===== src/hw/lcdcd_pkg.sv =====
// Constants for the segment LCD command decoder.
// Assumes a single synchronous clock domain; shared by all design files.
package lcdcd_pkg;
	// Geometry of the display RAM and reset values of the address registers.
	localparam int PAGES = 4;
	localparam int COLUMNS = 80;
	localparam logic [6:0] COL_LIMIT = 7'h50;
	localparam logic [6:0] COL_RESET = 7'h00;
	localparam logic [1:0] PAGE_RESET = 2'h3;
	localparam logic [4:0] LINE_RESET = 5'h00;
	// Command encodings.
	localparam logic [6:0] CMD_DISP_HI = 7'h57;
	localparam logic [6:0] CMD_ORDER_HI = 7'h50;
	localparam logic [6:0] CMD_STATIC_HI = 7'h52;
	localparam logic [6:0] CMD_DUTY_HI = 7'h54;
	localparam logic [2:0] CMD_LINE_HI = 3'h6;
	localparam logic [5:0] CMD_PAGE_HI = 6'h2E;
	localparam logic [7:0] CMD_RMW = 8'hE0;
	localparam logic [7:0] CMD_END = 8'hEE;
	localparam logic [7:0] CMD_SWRESET = 8'hE2;
	// Status byte bit positions.
	localparam int ST_BUSY = 7;
	localparam int ST_ORDER = 6;
	localparam int ST_OFF = 5;
	localparam int ST_RESET = 4;
	// Cycles the soft reset keeps the busy and reset flags up.
	localparam logic [3:0] RESET_CYCLES = 4'h4;
endpackage


===== src/hw/lcdcd_ram.sv =====
// Display data RAM, one byte per page and column.
// Assumes a synchronous write and registered read in the same clock.
`timescale 1ns/1ps
module lcdcd_ram #(
	parameter int PAGES = lcdcd_pkg::PAGES,
	parameter int COLUMNS = lcdcd_pkg::COLUMNS
) (
	// Clock.
	input wire logic clk,
	// Access port.
	input wire logic [1:0] page,
	input wire logic [6:0] column,
	input wire logic wr_en,
	input wire logic [7:0] wr_data,
	output logic [7:0] rd_data
);
	logic [7:0] mem [PAGES*COLUMNS];
	wire logic [8:0] addr = 9'(page) * 9'(COLUMNS) + 9'(column);
	wire logic in_range = column < 7'(COLUMNS);

	// Writes past the last column are dropped rather than wrapping.
	always_ff @(posedge clk) begin
		if (wr_en && in_range) begin
			mem[addr] <= wr_data;
		end
		rd_data <= in_range ? mem[addr] : 8'h00;
	end
endmodule


===== src/hw/lcdcd_top.sv =====
// Command decoder of a segment LCD driver with on-chip display RAM.
// Assumes host strobes are synchronous, one clock wide per access.
`timescale 1ns/1ps
module lcdcd_top (
	// Clock and reset.
	input wire logic clk,
	input wire logic reset,
	// Host bus.
	input wire logic cmd_data_select,
	input wire logic rd_strobe,
	input wire logic wr_strobe,
	input wire logic [7:0] data_in,
	output logic [7:0] data_out,
	output logic data_oe,
	// Display state.
	output logic display_on,
	output logic [4:0] first_common_row,
	output logic reversed_segment_order,
	output logic static_drive,
	output logic duty_32,
	output logic rmw_active
);
	logic [4:0] first_row_pointer_reg;
	logic [1:0] page_select_reg;
	logic [6:0] column_pointer_reg;
	logic [6:0] saved_column_reg;
	logic [3:0] reset_count_reg;
	logic [7:0] io_latch_reg;
	logic [7:0] data_out_reg;
	logic data_oe_reg;
	logic disp_reg;
	logic order_reg;
	logic static_reg;
	logic duty_reg;
	logic rmw_reg;
	logic [7:0] ram_rd;

	// Access decode.
	wire logic resetting = reset_count_reg != 4'h0;
	wire logic busy = resetting;
	wire logic cmd_wr = !cmd_data_select && wr_strobe && !busy;
	wire logic stat_rd = !cmd_data_select && rd_strobe;
	wire logic dat_wr = cmd_data_select && wr_strobe && !busy;
	wire logic dat_rd = cmd_data_select && rd_strobe && !busy;

	// Command decode.
	wire logic c_disp = cmd_wr && data_in[7:1] == lcdcd_pkg::CMD_DISP_HI;
	wire logic c_order = cmd_wr && data_in[7:1] == lcdcd_pkg::CMD_ORDER_HI;
	wire logic c_static = cmd_wr && data_in[7:1] == lcdcd_pkg::CMD_STATIC_HI;
	wire logic c_duty = cmd_wr && data_in[7:1] == lcdcd_pkg::CMD_DUTY_HI;
	wire logic c_line = cmd_wr && data_in[7:5] == lcdcd_pkg::CMD_LINE_HI;
	wire logic c_page = cmd_wr && data_in[7:2] == lcdcd_pkg::CMD_PAGE_HI;
	// Column set is ignored in read-modify-write so the saved one survives.
	wire logic c_col = cmd_wr && !data_in[7] && !rmw_reg;
	wire logic c_rmw = cmd_wr && data_in == lcdcd_pkg::CMD_RMW;
	wire logic c_end = cmd_wr && data_in == lcdcd_pkg::CMD_END;
	wire logic c_swr = cmd_wr && data_in == lcdcd_pkg::CMD_SWRESET;
	// No decode matched, so the byte must leave every register alone.
	wire logic c_none = cmd_wr && !(c_disp || c_order || c_static || c_duty
		|| c_line || c_page || c_col || c_rmw || c_end || c_swr);

	// Auto-increment; reads in read-modify-write leave the column alone.
	wire logic col_step = (dat_wr || (dat_rd && !rmw_reg))
		&& column_pointer_reg < lcdcd_pkg::COL_LIMIT;
	wire logic [6:0] column_next = c_col ? data_in[6:0] :
		(c_end && rmw_reg) ? saved_column_reg :
		col_step ? column_pointer_reg + 7'h01 : column_pointer_reg;

	wire logic [7:0] status_byte = {busy, !order_reg, !disp_reg,
		resetting, 4'h0};

	lcdcd_ram u_ram (
		.clk(clk),
		.page(page_select_reg),
		.column(column_pointer_reg),
		.wr_en(dat_wr),
		.wr_data(data_in),
		.rd_data(ram_rd)
	);

	// Mode flags.
	always_ff @(posedge clk) begin
		if (reset) begin
			disp_reg <= 1'b0;
			order_reg <= 1'b0;
			static_reg <= 1'b0;
			duty_reg <= 1'b1;
		end else begin
			if (c_disp) disp_reg <= data_in[0];
			if (c_order) order_reg <= data_in[0];
			if (c_static) static_reg <= data_in[0];
			if (c_duty) duty_reg <= data_in[0];
		end
	end

	// Address registers; unmatched codes fall through unchanged.
	always_ff @(posedge clk) begin
		if (reset) begin
			first_row_pointer_reg <= lcdcd_pkg::LINE_RESET;
			page_select_reg <= lcdcd_pkg::PAGE_RESET;
			column_pointer_reg <= lcdcd_pkg::COL_RESET;
			saved_column_reg <= lcdcd_pkg::COL_RESET;
			rmw_reg <= 1'b0;
		end else begin
			if (c_line) first_row_pointer_reg <= data_in[4:0];
			if (c_swr) first_row_pointer_reg <= lcdcd_pkg::LINE_RESET;
			if (c_page) page_select_reg <= data_in[1:0];
			if (c_swr) page_select_reg <= lcdcd_pkg::PAGE_RESET;
			column_pointer_reg <= column_next;
			if (c_rmw) begin
				rmw_reg <= 1'b1;
				saved_column_reg <= column_pointer_reg;
			end
			if (c_end) rmw_reg <= 1'b0;
		end
	end

	// Reset progress counter for hardware and soft reset.
	always_ff @(posedge clk) begin
		if (reset) begin
			reset_count_reg <= lcdcd_pkg::RESET_CYCLES;
		end else if (c_swr) begin
			reset_count_reg <= lcdcd_pkg::RESET_CYCLES;
		end else if (resetting) begin
			reset_count_reg <= reset_count_reg - 4'h1;
		end
	end

	// Read path: a data read returns the latch, then refills it.
	always_ff @(posedge clk) begin
		if (reset) begin
			io_latch_reg <= 8'h00;
			data_out_reg <= 8'h00;
			data_oe_reg <= 1'b0;
		end else begin
			data_oe_reg <= stat_rd || dat_rd;
			if (stat_rd) data_out_reg <= status_byte;
			else if (dat_rd) data_out_reg <= io_latch_reg;
			if (dat_rd) io_latch_reg <= ram_rd;
		end
	end

	assign data_out = data_out_reg;
	assign data_oe = data_oe_reg;
	assign display_on = disp_reg;
	assign first_common_row = first_row_pointer_reg;
	assign reversed_segment_order = order_reg;
	assign static_drive = static_reg;
	assign duty_32 = duty_reg;
	assign rmw_active = rmw_reg;
endmodule


===== config.mk =====
export PLATFORM = sky130hd
export DESIGN_NAME = lcdcd_top
export DESIGN_NICKNAME = d
export VERILOG_FILES = /design/src/hw/lcdcd_pkg.sv /design/src/hw/lcdcd_ram.sv /design/src/hw/lcdcd_top.sv
export SDC_FILE = /design/constraint.sdc
export NUM_CORES = 2
export LEC_CHECK = 0
export ABC_AREA = 1
export BUFFER_PORTS_ARGS = -buffer_cell sky130_fd_sc_hd__buf_2
export CAP_MARGIN = 20
export CORE_MARGIN = 2
export CORE_UTILIZATION = 50
export DETAILED_ROUTE_END_ITERATION = 16
export PLACE_DENSITY = 0.66
export SYNTH_ARGS = -nofsm -noshare
export SYNTH_HDL_FRONTEND = slang
export SYNTH_HIERARCHICAL = 1
export SYNTH_SLANG_ARGS = --single-unit
export TNS_END_PERCENT = 1

===== constraint.sdc =====
create_clock -name clk -period 2.8 [get_ports clk]
set_input_delay 0.14 -clock clk [delete_from_list [all_inputs] [get_ports clk]]
set_output_delay 0.14 -clock clk [all_outputs]
set_load 0.05 [all_outputs]

==> flow_summary.ini <==
[outcome]
outcome = complete, but fails checks
violations = setup timing

[synthesis]
synth_common_cells = 4277 x nand2_1, 2560 x edfxtp_1, 793 x nor2_1
synth-edff-count = 2560
async_reset_ff_share_pct = 0
synth_cells = 9057
yosys.cell_types.count = 37
synth_top_area_share_pct = 73.7
synthFlopType = edfxtp_1
synth_warnings = 6
ys_ff_latch = 2615
syn_nets = 9077
ys_seq_area_share_pct = 74.8
yosysMostFrequentCell = nand2_1
avgSynthCellArea_um2 = 11.5
yosysTopAreaCell = edfxtp_1
syn_area_um2 = 104000
synthTopCellsByArea = edfxtp_1 74%, nand2_1 15%, nor2_1 2.9%, nand4_1 1.9%, buf_2 1.1%

[drt]
routed_via_density = 5.62
drc = 0
totalWireLength_um = 305000
dr.pass1.iters = 8
avgRoutedWirePerCell_um = 24.1
dr_total_vias = 71200
detail_route.iter0.violations = 8869
detail-route-antenna-nets = 0

[placed_design]
gp_congestion = 0.951
port_buffers = 31
hpwl_um = 186000
post-place-ws_ns = -0.188
postPlaceCellArea_um2 = 113000

[worst_hold_path]
worstHoldStart = reset
whs_path_depth = 3
min_path_type = in2reg
worst_hold_path.endpoint = io_latch_reg[2]

[global_routing]
grt_pass1_wl_um = 446000
top_usage_layer = met2
grt_pass1_vias = 68200
grtUsageMet2_pct = 44.7
grt_max_degree = 159
met1_usage_pct = 39.5
grtUsageMet3_pct = 6.01
antenna_found_initial = 8
grt_remaining_overflow = 0
grt.total_usage_pct = 28.6

[sta]
layout_setup_ws_ns = -0.0157
rsz0062_at_grt = true
drv_slew = 0
timing.final.crit_period_ns = 2.82
slew_headroom_pct = 15.4
clock_skew_ns = 0.0575
post-route-period-util_pct = 101
timing.final.hold_violations = 0
setup_viol = 1
hold_ws_ns = 0.0887
fmax_ghz = 0.355
tightest_slew_ns = 1.27

[final_layout]
fin_util_pct = 59.1
seqCellArea_um2 = 78000
multi_input_area_um2 = 24100
fillers = 16300
fin_area_um2 = 122000
largest_reg_flops = 2560
drive_above_1_share_pct = 12.8
nNetsFinal = 9710
area_delta_synth_final_pct = 17.4
largest_register = u_ram/mem

[floorplanning]
start_util_pct = 50.3
die_x_um = 461
io_pins = 32
core_area_um2 = 207000
dieArea_um2 = 212000
die-height_um = 461
fp-row-count = 167

[setup_path]
crit_arrival_ns = 3.64
startpoint_type = flop
rr_startpoint = page_select_reg[0]
required_ns = 3.62
r2r_setup_slack_ns = -0.02
setup.worst_path.class = reg2reg
crit_fanout = 39
worst_r2r_path_depth = 13
r2r_end = u_ram/rd_data[1]
cp-end-kind = flop

[pwr]
p_leak_nw = 45.3
power_density_nw_per_um2 = 823
power_w = 0.101
vdd_drop_max_uv = 778

[cts]
numCtsBuffers = 276
cts.sinks = 2615
clkLatencyLatePin_ns = 0.94
cts-root-buf = clkbuf_16
cts_tree = yes
clk_path_buf_depth = 4
path_clk_slew_ns = 0.06
cts_max_level = 5

[run]
maxCapViolCount = 0
## layout make-up
cell class | count | area share [%]
Sequential cell | 2615 | 63.7
Multi-Input combinational cell | 5906 | 19.7
Timing Repair Buffer | 832 | 6.60
Clock buffer | 338 | 6.01
Tap cell | 2788 | 2.85
Clock inverter | 130 | 0.904
Inverter | 59 | 0.211
Antenna cell | 5 | 0.0102
## cells by family (layout without fill, tap and decap cells)
| kind of cell | count (synthesis) | after routing | synth area share [%] |
|---|---|---|---|
| AO/OA/AOI/OAI | 311 | 311 | 1.62 |
| XOR/XNOR | 5 | 5 | 0.0420 |
| adder cells (fa/ha/maj) | 7 | 7 | 0.0912 |
| buffers and inverters | 536 | 1359 | 2.30 |
| flip-flops | 2615 | 2615 | 74.8 |
| other | 0 | 5 | 0 |
| AND/OR/NAND/NOR | 5583 | 5583 | 21.2 |
## per-layer routing
metal,vias to the layer above,part of all wire [%]
li1,32000,-
met1,34700,40
met2,3840,46
met3,606,11
met4,4,4.2
met5,-,0.011
## stage by stage
stage               setup TNS, ns  std cells
finish                    -0.0157      12700
detailed placement          -2.67      12200
global placement           -0.880      12200
CTS                       -0.0706      12700
floorplan                   -9.11       9057
global route               -0.673      12700
## power breakdown
part,switching [W],internal [W]
combinational,0.0156,0.00680
clock,0.0145,0.0203
sequential,0.000296,0.0431
## cells in the final DEF, fill, tap and decap left out, types with 3 or more instances in the layout
cell / instances
ha_1: 6
clkinv_2: 44
nor2_1: 763
nand2_1: 4258
buf_2: 23
o21ai_0: 29
nand3_1: 173
nand2_2: 22
diode_2: 5
nor3_1: 5
a22oi_1: 46
inv_1: 51
a21oi_1: 127
o211ai_1: 3
edfxtp_1: 2560
nor2_2: 26
dfxtp_2: 3
buf_8: 10
clkinvlp_4: 7
clkinv_1: 55
clkbuf_1: 51
o21ai_1: 99
nand4_1: 313
buf_6: 8
dlygate4sd3_1: 18
bufinv_16: 19
dfxtp_1: 50
buf_4: 635
buf_12: 134
nor3_2: 4
inv_2: 3
inv_8: 3
nor2_4: 9
a31oi_1: 3
clkbuf_16: 288
inv_6: 3
## what timing repair did
action,4_1_cts,5_1_grt
setup endpoints to repair,262,1129
gates resized for setup,13,49
hold buffers,18,0
setup buffers,0,5
pin swaps,1,6
endpoints found under the hold margin,754,0
gates cloned,0,2
## critical path: stages (launching register included)
cell and delay (ns):
dfxtp_1 0.33, ha_1 0.24, fa_2 0.64, nor2_1 0.10, buf_12 0.16, inv_1 0.09, buf_12 0.24, nor2_1 0.08
nor2_1 0.23, nand2_1 0.10, nand2_1 0.10, nand3_1 0.17, nor2_1 0.13, nor2_1 0.05
## how the worst max path moves through the flow
stage	start	endpoint	slack [ns]	cells after the start
CTS	column_pointer_reg[1]	u_ram/rd_data[2]	-0.06	17
finish	page_select_reg[0]	u_ram/rd_data[1]	-0.02	13
detailed placement	page_select_reg[0]	u_ram/mem[232][4]	-0.19	11
global route	page_select_reg[0]	u_ram/rd_data[5]	-0.03	13
floorplan	column_pointer_reg[4]	u_ram/mem[195][0]	-0.05	9
global placement	column_pointer_reg[0]	u_ram/rd_data[2]	-0.13	16
Note: power is estimated with default switching activity, not from simulation.
